## src/rtl/pll_pkg.sv

```systemverilog
// pll_pkg: constants for the protection latch-off logic
// assumes a 200 MHz core clock; timings given in ns
package pll_pkg;
	// ==========================================
	// timing
	localparam int CLOCK_PERIOD_NS = 5;
	localparam int BLANK_TIME_NS = 250;
	localparam int QUALIFY_TIME_NS = 1000;
	// blanking is a least time: round up
	localparam int BLANK_CYCLES =
		(BLANK_TIME_NS + CLOCK_PERIOD_NS - 1) / CLOCK_PERIOD_NS;
	// qualifying high is a least time: round up
	localparam int QUALIFY_CYCLES =
		(QUALIFY_TIME_NS + CLOCK_PERIOD_NS - 1) / CLOCK_PERIOD_NS;
	// ==========================================
	// counting
	localparam int EVENTS_TO_LATCH = 4;
	localparam int TIMER_W = 16;
	localparam int EVENT_W = 3;
	localparam logic [TIMER_W-1:0] TIMER_ZERO = 16'h0000;
	localparam logic [EVENT_W-1:0] EVENT_ZERO = 3'h0;
	localparam logic [EVENT_W-1:0] EVENT_ONE = 3'h1;
	// per-cycle checker states
	typedef enum logic [3:0]
	{
		PLL_IDLE = 4'b0001,
		PLL_BLANK = 4'b0010,
		PLL_QUAL = 4'b0100,
		PLL_DONE = 4'b1000
	} pll_state_t;
endpackage

```

## src/rtl/pll_latch_off.sv

```systemverilog
// pll_latch_off: latch-off protection on the power-limit/latch pin
// assumes comparator, gate request and switching clock pins are
// asynchronous; arst_n is the supply dropping below supply_reset_level
`timescale 1ns/1ps
module pll_latch_off
	import pll_pkg::*;
#(
	parameter int BLANK = BLANK_CYCLES,
	parameter int QUALIFY = QUALIFY_CYCLES,
	parameter int EVENTS = EVENTS_TO_LATCH
)
(
	// clock and reset
	input wire logic clock,
	input wire logic arst_n,
	// pins
	input wire logic trip_compare,
	input wire logic gate_request,
	input wire logic switch_clock,
	// outputs
	output logic gate_drive,
	output logic latched,
	output logic [pll_pkg::EVENT_W-1:0] event_count,
	output logic event_pulse
);
	import pll_pkg::*;

	logic trip_s;
	logic gate_s;
	logic swclk_s;
	logic gate_prev;
	logic swclk_prev;
	logic turn_off;
	logic cycle_start;
	pll_state_t state;
	pll_state_t next_state;
	logic [TIMER_W-1:0] timer;
	logic [TIMER_W-1:0] next_timer;
	logic [EVENT_W-1:0] next_event_count;
	logic next_latched;
	logic next_event_pulse;
	logic next_gate_drive;
	logic next_gate_prev;
	logic next_swclk_prev;
	logic qualified;

	// ==========================================
	// input synchronisers
	pll_sync u_sync_trip (.clock(clock), .arst_n(arst_n),
		.level_in(trip_compare), .level_out(trip_s));
	pll_sync u_sync_gate (.clock(clock), .arst_n(arst_n),
		.level_in(gate_request), .level_out(gate_s));
	pll_sync u_sync_swclk (.clock(clock), .arst_n(arst_n),
		.level_in(switch_clock), .level_out(swclk_s));

	assign turn_off = gate_prev && !gate_s;
	assign cycle_start = swclk_s && !swclk_prev;

	// ==========================================
	// checker, counter and latch
	always_comb
	begin
		next_state = state;
		next_timer = timer;
		next_event_count = event_count;
		next_latched = latched;
		next_event_pulse = 1'b0;
		next_gate_prev = gate_s;
		next_swclk_prev = swclk_s;
		qualified = 1'b0;
		unique case (state)
			PLL_IDLE:
			begin
				if (turn_off)
				begin
					next_state = PLL_BLANK;
					next_timer = TIMER_ZERO;
				end
			end
			PLL_BLANK:
			begin
				// comparator is not looked at while blanking
				if (gate_s)
					next_state = PLL_IDLE;
				else if (timer >= TIMER_W'(BLANK - 1))
				begin
					next_state = PLL_QUAL;
					next_timer = TIMER_ZERO;
				end
				else
					next_timer = timer + 1'b1;
			end
			PLL_QUAL:
			begin
				// only the off-time is checked, once per cycle
				if (gate_s || cycle_start)
					next_state = PLL_IDLE;
				else if (!trip_s)
					next_timer = TIMER_ZERO;
				else if (timer >= TIMER_W'(QUALIFY - 1))
				begin
					qualified = 1'b1;
					next_state = PLL_DONE;
				end
				else
					next_timer = timer + 1'b1;
			end
			PLL_DONE:
			begin
				if (cycle_start)
					next_state = PLL_IDLE;
			end
		endcase
		if (qualified)
		begin
			next_event_pulse = 1'b1;
			if (event_count >= EVENT_W'(EVENTS - 1))
				next_latched = 1'b1;
			next_event_count = event_count + EVENT_ONE;
		end
		// a switching cycle ended with no qualified event
		if (cycle_start && state != PLL_DONE && !qualified)
			next_event_count = EVENT_ZERO;
		// the latch only drops by reset from the supply monitor
		if (latched)
			next_latched = 1'b1;
		// gated combinationally too, so the very first latched cycle
		// already blocks the pulse
		next_gate_drive = gate_s && !next_latched;
	end

	always_ff @(posedge clock or negedge arst_n)
	begin
		if (!arst_n)
		begin
			state <= PLL_IDLE;
			timer <= TIMER_ZERO;
			event_count <= EVENT_ZERO;
			latched <= 1'b0;
			event_pulse <= 1'b0;
			gate_drive <= 1'b0;
			gate_prev <= 1'b0;
			swclk_prev <= 1'b0;
		end
		else
		begin
			state <= next_state;
			timer <= next_timer;
			event_count <= next_event_count;
			latched <= next_latched;
			event_pulse <= next_event_pulse;
			gate_drive <= next_gate_drive;
			gate_prev <= next_gate_prev;
			swclk_prev <= next_swclk_prev;
		end
	end
endmodule

```

## src/rtl/pll_sync.sv

```systemverilog
// pll_sync: two-flop synchroniser for an asynchronous level
// assumes the level may change at any time relative to clock
`timescale 1ns/1ps
module pll_sync
(
	// clock and reset
	input wire logic clock,
	input wire logic arst_n,
	// level
	input wire logic level_in,
	output logic level_out
);
	logic stage1;
	logic next_stage1;
	logic next_level_out;

	always_comb
	begin
		next_stage1 = level_in;
		next_level_out = stage1;
	end

	always_ff @(posedge clock or negedge arst_n)
	begin
		if (!arst_n)
		begin
			stage1 <= 1'b0;
			level_out <= 1'b0;
		end
		else
		begin
			stage1 <= next_stage1;
			level_out <= next_level_out;
		end
	end
endmodule
```

## config.mk

```make
export PLATFORM = sky130hd
export DESIGN_NAME = pll_latch_off
export DESIGN_NICKNAME = d
export VERILOG_FILES = /design/src/rtl/pll_pkg.sv /design/src/rtl/pll_latch_off.sv /design/src/rtl/pll_sync.sv
export SDC_FILE = /design/constraint.sdc
export NUM_CORES = 1
export LEC_CHECK = 0
export ABC_CLOCK_PERIOD_IN_PS = 3800
export BUFFER_PORTS_ARGS = -buffer_cell sky130_fd_sc_hd__buf_2
export CORE_ASPECT_RATIO = 0.5
export CORE_MARGIN = 4
export CORE_UTILIZATION = 40
export DETAILED_ROUTE_END_ITERATION = 10
export PLACE_DENSITY = 0.65
export SETUP_SLACK_MARGIN = 0.02
export SLEW_MARGIN = 0
export SYNTH_ARGS = -nofsm -noshare
export SYNTH_HDL_FRONTEND = slang
export SYNTH_SLANG_ARGS = --single-unit
```

## constraint.sdc

```tcl
create_clock -name clock -period 3.8 [get_ports clock]
set_clock_uncertainty 0.05 [all_clocks]
set_input_delay 0.19 -clock clock [delete_from_list [all_inputs] [get_ports clock]]
set_output_delay 0.19 -clock clock [all_outputs]
set_load 0.05 [all_outputs]
```

==> results of run 1 <==
[per-layer routing]
layer  up-vias  global-route usage  part of all wire
li1        568                   -                 -
met1       566               0.162              0.48
met2        27               0.202              0.46
met3         5              0.0336             0.044
met4         0              0.0476             0.014
met5         -                   0                 0
[cells by family (layout without fill, tap and decap cells)]
kind of cell | Yosys count | count (layout) | share of synthesized area
and+or+nand+nor | 56 | 56 | 0.229
DFF | 34 | 34 | 0.510
AOI/OAI and AO/OA | 31 | 31 | 0.158
buffers and inverters | 11 | 31 | 0.0352
adders and majority gates | 5 | 5 | 0.0375
muxes | 5 | 5 | 0.0300
[worst max-delay path, cell delays in order (launching register included)]
cell and delay (ns):
dfrtp_1 0.44, ha_1 0.30, a2111oi_4 0.40, nor2_2 0.09, o31a_1 0.35, or3_1 0.50, and2_1 0.21
[worst paths after layout]
| kind | endpoint | cells past startpoint | slack, ns |
|---|---|---|---|
| max | timer[8]$_DFFE_PN0P_ | 6 | 1.35 |
| min | u_sync_gate.level_out$_DFF_PN0_ | 0 | 0.30 |
| max reg2reg | timer[8]$_DFFE_PN0P_ | 6 | 1.35 |
| min reg2reg | u_sync_gate.level_out$_DFF_PN0_ | 0 | 0.30 |
| max in group asynchronous | timer[1]$_DFFE_PN0P_ | 2 | 2.78 |
| min in group asynchronous | event_count[0]$_DFFE_PN0P_ | 2 | 0.45 |
[area by class of cell]
| type | instances | area (um2) |
|---|---|---|
| Clock inverter | 3 | 68.8 |
| Fill cell | 358 | 2020 |
| Timing Repair Buffer | 14 | 90.1 |
| Sequential cell | 34 | 852 |
| Multi-Input combinational cell | 97 | 759 |
| Inverter | 9 | 33.8 |
| Clock buffer | 5 | 68.8 |
| Tap cell | 54 | 67.6 |
[per-stage QoR]
stage	cell area (um2)	hold WS (ns)	utilization	setup slack, ns
after floorplan	1670	-0.156	-	1.57
after global placement	1760	0.235	0.445	1.44
after detailed placement	1760	0.250	0.445	1.40
after CTS	1940	0.307	0.490	1.38
after global routing	1940	0.319	0.490	1.16
final	1940	0.305	0.490	1.35
[what timing repair did]
item                      CTS  global route
hold endpoints to repair   36             0
buffers inserted            0             0
resized for setup           0             0
hold buffers                4             0
[power groups by stage]
stage / Clock [mW] / Sequential [mW] / Combinational, mW
detailed placement: 0 / 0.458 / 0.337
finish: 0.394 / 0.453 / 0.347
global placement: 0 / 0.457 / 0.336
floorplan: 0 / 0.447 / 0.310
CTS: 0.402 / 0.452 / 0.344
global route: 0.419 / 0.462 / 0.386
[placed cells by master (no fill, tap or decap), types with 2 or more instances in the layout]
cell type	n
mux2i_1	5
and3_1	3
inv_1	9
dlygate4sd3_1	4
or3_1	3
nand4_1	3
nor4_4	2
ha_1	5
o31ai_1	2
or4b_1	2
nor4b_1	2
a2111oi_0	6
and2_1	8
buf_2	10
nand2b_1	2
a21o_1	3
o21ai_1	2
dfrtp_1	33
nand2_1	7
nor3_1	2
nand3_1	6
bufinv_16	2
o22ai_1	3
o21ai_0	2
nor2_1	5
clkbuf_8	5
==> results by group, run 1 <==
Yosys
  • Cell Area, Synth: 0.00167 mm2
  • Most frequent cell after synthesis: dfrtp_1
  • Post-synthesis async set-or-reset flop share: 1.00
  • Cell count after synthesis: approximately 140
  • Top post-synthesis cells by count: dfrtp_1 (33), inv_1 (9), and2_1 (8)
  • Synth unique cells: 49
  • Seq/Total Area, Yosys: 0.510
  • Number of synthesized flops with an enable pin: 0
  • Syn_nets: 152
  • YS warnings: 0
  • Post-synth top area share: 0.494
  • Synth area leader: dfrtp_1
  • Leading post-synthesis cells by cell area: dfrtp_1 (49%), ha_1 (3.7%), a2111oi_0 (3.1%)
  • Seq cells post-synth: 34
  • Main synth FF type: dfrtp_1
  • Syn Area/Cell: 11.8 um2

Setup path
  • Crit path launch: timer[0]$_DFFE_PN0P_
  • Worst EP arrival: 2.57 ns
  • Worst R2R Start: timer[0]$_DFFE_PN0P_
  • Worst-path fanout max: 9
  • Critical Path Sink Type: register
  • Crit Path Category: reg -> reg
  • Startpoint Class: register
  • WP data required: around 3.9 ns

Die
  • Core area: 0.00396 mm2
  • Total Die Area: 0.00534 mm2
  • Initial Utilization: 0.421
  • Die height: approximately 54 um
  • I/O Pins: 11
  • Die width: around 99 um
  • Std cell rows: 16

Global route
  • Number of global-route vias before repair: 1069
  • Grt ovf: 0
  • GR Util All Layers: 0.124
  • Largest net degree at the start of global routing: 35
  • Initial antenna violation count: 0
  • First-pass GRT wire length: just over 5000 um

Routing
  • WL/cell: 13.8 um
  • Remaining antenna violation count: 0
  • Routed vias/inst: 5.40
  • DRC Markers: 0
  • Iteration count of the initial detailed-routing pass: 4
  • DRT Wirelength: 2970 um
  • DR iter-0 viols: 114
  • Vias: 1166

Run
  • Max-cap violations: 0

Finish
  • Ant diodes: 0
  • Total Nets Final: 171
  • Max FFs per register: 16
  • Biggest register: timer
  • Largest registers: timer: 16 flops, state: 4 flops, event_count: 3 flops
  • Area Overhead vs Synth: 16.2%
  • Layout cells sized above 1: 0.198
  • Fin cells: 216

Pwr
  • Flop pwr share: 0.379
  • Clk pwr share: 0.330
  • Combinational share of power: 0.291
  • P_leak: 0.886 nW
  • Net switching power: 0.385 mW
  • Overall Power: approximately 1.2 mW
  • Max VDD drop: 0.000279 V
  • Pwr/cell area: 615 mW/mm2
  • Sw frac: 0.323
  • Power Internal: 0.808 mW

Placed design
  • Placed instance count: 204
  • Placer Congestion: 0.805
  • Post-DP HPWL: approximately 2100 um
  • Port bufs: 10

Timing
  • Slew @ Worst Pin: 0.728 ns
  • Final setup violation count: 0
  • Final hold vios: 0
  • FMAX: 408 MHz
  • Slew Viols, Final: 0
  • Slew headroom: 0.515
  • Setup TNS: 0 ns
  • Tmin final: 2.45 ns
  • RSZ-0062 raised after global routing: no
  • Crit share post-route: 0.645

Clock network
  • Total clock sinks: 34
  • Skew-Pair Late Insertion Delay: 0.28 ns
  • H-tree levels: 2
  • Reg clk slew, reported paths: 0.07 ns
  • CTS tree: built
  • CTS root buffer: clkbuf_8
  • Clock buffer depth: 2
  • TritonCTS buffer count: 5

Worst hold path
  • Worst Hold Launch: u_sync_gate.next_level_out$_DFF_PN0_
  • Hold/Removal Path Class: reg -> reg

Run status
  • Outcome: completed
Power figures use the tool's default switching activity.
==> run 2, diff against run 1 <==
ABC_CLOCK_PERIOD_IN_PS = 2400   (was 3800)
clock period = 2.4 ns   (was 3.8 ns; I/O delays follow)
==> results by group, run 2 (synthesis results as in run 1) <==
Run status
  • Outcome: completed (unchanged)

Global route
  • GR Util All Layers: 0.127 (was 0.124)
  • First-pass GRT wire length: 5120 um (was 5080 um)
  • Grt ovf: 0 (unchanged)
  • Busiest grt layer: met2 (unchanged)
  • Largest net degree at the start of global routing: 35 (unchanged)
  • Met3 usage: 0.0375 (was 0.0336)
  • GR Layer Usage met2: 0.216 (was 0.202)
  • Met1 Track Usage GR: 0.151 (was 0.162)
  • Number of global-route vias before repair: 1101 (was 1069)
  • Initial antenna violation count: 0 (unchanged)

Timing
  • Slew Viols, Final: 0 (unchanged)
  • RSZ-0062 raised after global routing: yes (was no)
  • Slew @ Worst Pin: 0.739 ns (was 0.728 ns)
  • Setup TNS: 0 ns (unchanged)
  • Final hold vios: 0 (unchanged)
  • Final setup violation count: 0 (unchanged)
  • Tmin final: 2.24 ns (was 2.45 ns)
  • Crit share post-route: 0.935 (was 0.645)
  • Slew headroom: 0.507 (was 0.515)
  • FMAX: 446 MHz (was 408 MHz)

Placed design
  • Post-DP HPWL: 2210 um (was 2060 um)
  • Cell Area, Placed: 0.00180 mm2 (was 0.00176 mm2)
  • Port bufs: 10 (unchanged)
  • Placer Congestion: 0.855 (was 0.805)

Finish
  • Register area: 852 um2 (unchanged)
  • Layout fillers: 387 (was 358)
  • Max FFs per register: 16 (unchanged)
  • Multi-input logic area: 769 um2 (was 759 um2)
  • Most common cell after layout, fill and taps aside: dfrtp_1 (unchanged)
  • Largest registers: timer: 16 flops, state: 4 flops, event_count: 3 flops (unchanged)
  • Biggest register: timer (unchanged)
  • Fin util: 0.491 (was 0.490)
  • Layout cells sized above 1: 0.228 (was 0.198)
  • Total Nets Final: 176 (was 171)
  • Ant diodes: 0 (unchanged)
  • Commonest non-fill, non-tap cells in the layout: dfrtp_1 (33), buf_2 (10), inv_1 (9) (unchanged)
  • Area Overhead vs Synth: 16.5% (was 16.2%)
  • Post-route cell area: 0.00195 mm2 (was 0.00194 mm2)

Setup path
  • Startpoint Class: register (unchanged)
  • Crit Path Category: reg -> reg (unchanged)
  • Worst-path fanout max: 5 (was 9)
  • Worst Path Buf+Inv: 0 (unchanged)
  • Worst path max stage delay: 0.46 ns (was 0.50 ns)
  • Slowest CP cell: a2111oi_0 (was or3_1)
  • Crit path cell chain: ha_1 -> a2111oi_4 -> nor2_2 -> o31a_1 -> a2111oi_0 -> mux2i_1 (was ha_1 -> a2111oi_4 -> nor2_2 -> o31a_1 -> or3_1 -> and2_1)
  • Critical Path Sink Type: register (unchanged)
  • Worst EP arrival: 2.34 ns (was 2.57 ns)
  • WP data required: 2.49 ns (was 3.92 ns)
  • Delay-heaviest family, CP: compound AO/OA/AOI/OAI gates (was simple AND/OR/NAND/NOR gates)

Clock network
  • Skew-Pair Late Insertion Delay: 0.29 ns (was 0.28 ns)
  • Total clock sinks: 34 (unchanged)
  • Clock buffer depth: 2 (unchanged)
  • Reg clk slew, reported paths: 0.06 ns (was 0.07 ns)
  • CTS tree: built (unchanged)
  • H-tree levels: 2 (unchanged)
  • CTS root buffer: clkbuf_8 (unchanged)
  • TritonCTS buffer count: 5 (unchanged)

Pwr
  • Overall Power: 1.78 mW (was 1.19 mW)
  • Pwr/cell area: 917 mW/mm2 (was 615 mW/mm2)
  • Max VDD drop: 0.000515 V (was 0.000279 V)
  • P_leak: 0.891 nW (was 0.886 nW)

Routing
  • Routed vias/inst: 5.34 (was 5.40)
  • DRC Markers: 0 (unchanged)
  • DR iter-0 viols: 24 (was 114)
  • Iteration count of the initial detailed-routing pass: 4 (unchanged)
  • Vias: 1181 (was 1166)
  • Remaining antenna violation count: 0 (unchanged)
  • WL/cell: 13.9 um (was 13.8 um)
  • DRT Wirelength: 3070 um (was 2970 um)

Die
  • I/O Pins: 11 (unchanged)
  • Core area: 0.00396 mm2 (unchanged)
  • Total Die Area: 0.00534 mm2 (unchanged)
  • Die width: 99.4 um (unchanged)
  • Std cell rows: 16 (unchanged)
  • Die height: 53.7 um (unchanged)
  • Initial Utilization: 0.421 (unchanged)

Worst hold path
  • Hold/Removal Path Class: reg -> reg (unchanged)

Run
  • Max-cap violations: 0 (unchanged)
run 2: cell count changes in the layout (fill, tap and decap cells not counted):
cell        previous run  this run
a2111oi_0              6         2
a2111oi_1              0         4
buf_4                  0         5
bufinv_16              2         0
clkbuf_8               5         6
clkinv_2               0         1
clkinv_4               1         0
clkinvlp_4             0         1
or3_1                  3         2
or3_4                  0         1
run 2: per-stage QoR:
stage               hold slack, ns  instances  setup WS (ns)
floorplan                   -0.226        142          0.169
global placement             0.164        209          0.169
detailed placement           0.180        209          0.121
CTS                          0.304        221          0.109
global route                 0.320        221        0.00743
finish                       0.300        221          0.157
run 2: per-layer routing:
metal / routed length, um / vias up
met3: 131 / 5
met4: 41 / 0
met5: 0 / -
met1: 1470 / 568
met2: 1430 / 28
li1: - / 580
run 2: what timing repair did:
action / 4_1_cts / 5_1_grt
setup endpoints to repair: 0 / 12
resized for setup: 0 / 5
buffers inserted: 0 / 0
endpoints found under the hold margin: 36 / 0
hold buffers: 4 / 0
run 2: cell type report:
| type | instances | area share |
|---|---|---|
| sequential | 34 | 0.438 |
| tap | 54 | 0.0347 |
| clock inverter | 2 | 0.00643 |
| clock buffer | 6 | 0.0424 |
| inverter | 9 | 0.0174 |
| multi-input combinational | 97 | 0.395 |
| timing repair buffer | 19 | 0.0656 |
run 2: power breakdown:
group | internal, mW | switching (mW)
clock | 0.230 | 0.206
sequential | 0.635 | 0.0713
combinational | 0.287 | 0.355
total | 1.15 | 0.632
run 2: path summary, 6_finish.rpt:
kind,from,end,slack [ns],cells past startpoint
setup / recovery,timer[1]$_DFFE_PN0P_,timer[3]$_DFFE_PN0P_,0.16,6
hold / removal,u_sync_trip.next_level_out$_DFF_PN0_,u_sync_trip.level_out$_DFF_PN0_,0.30,0
setup reg to reg,timer[1]$_DFFE_PN0P_,timer[3]$_DFFE_PN0P_,0.16,6
hold reg to reg,u_sync_trip.next_level_out$_DFF_PN0_,u_sync_trip.level_out$_DFF_PN0_,0.30,0
max in group asynchronous,arst_n,timer[3]$_DFFE_PN0P_,1.43,2
min in group asynchronous,arst_n,gate_drive$_DFF_PN0_,0.38,2
run 2: worst register-to-register path: stages, from the launching register on:
cell and delay (ns):
dfrtp_1 0.41, ha_1 0.26, a2111oi_4 0.40, nor2_2 0.08
o31a_1 0.30, a2111oi_0 0.46, mux2i_1 0.14
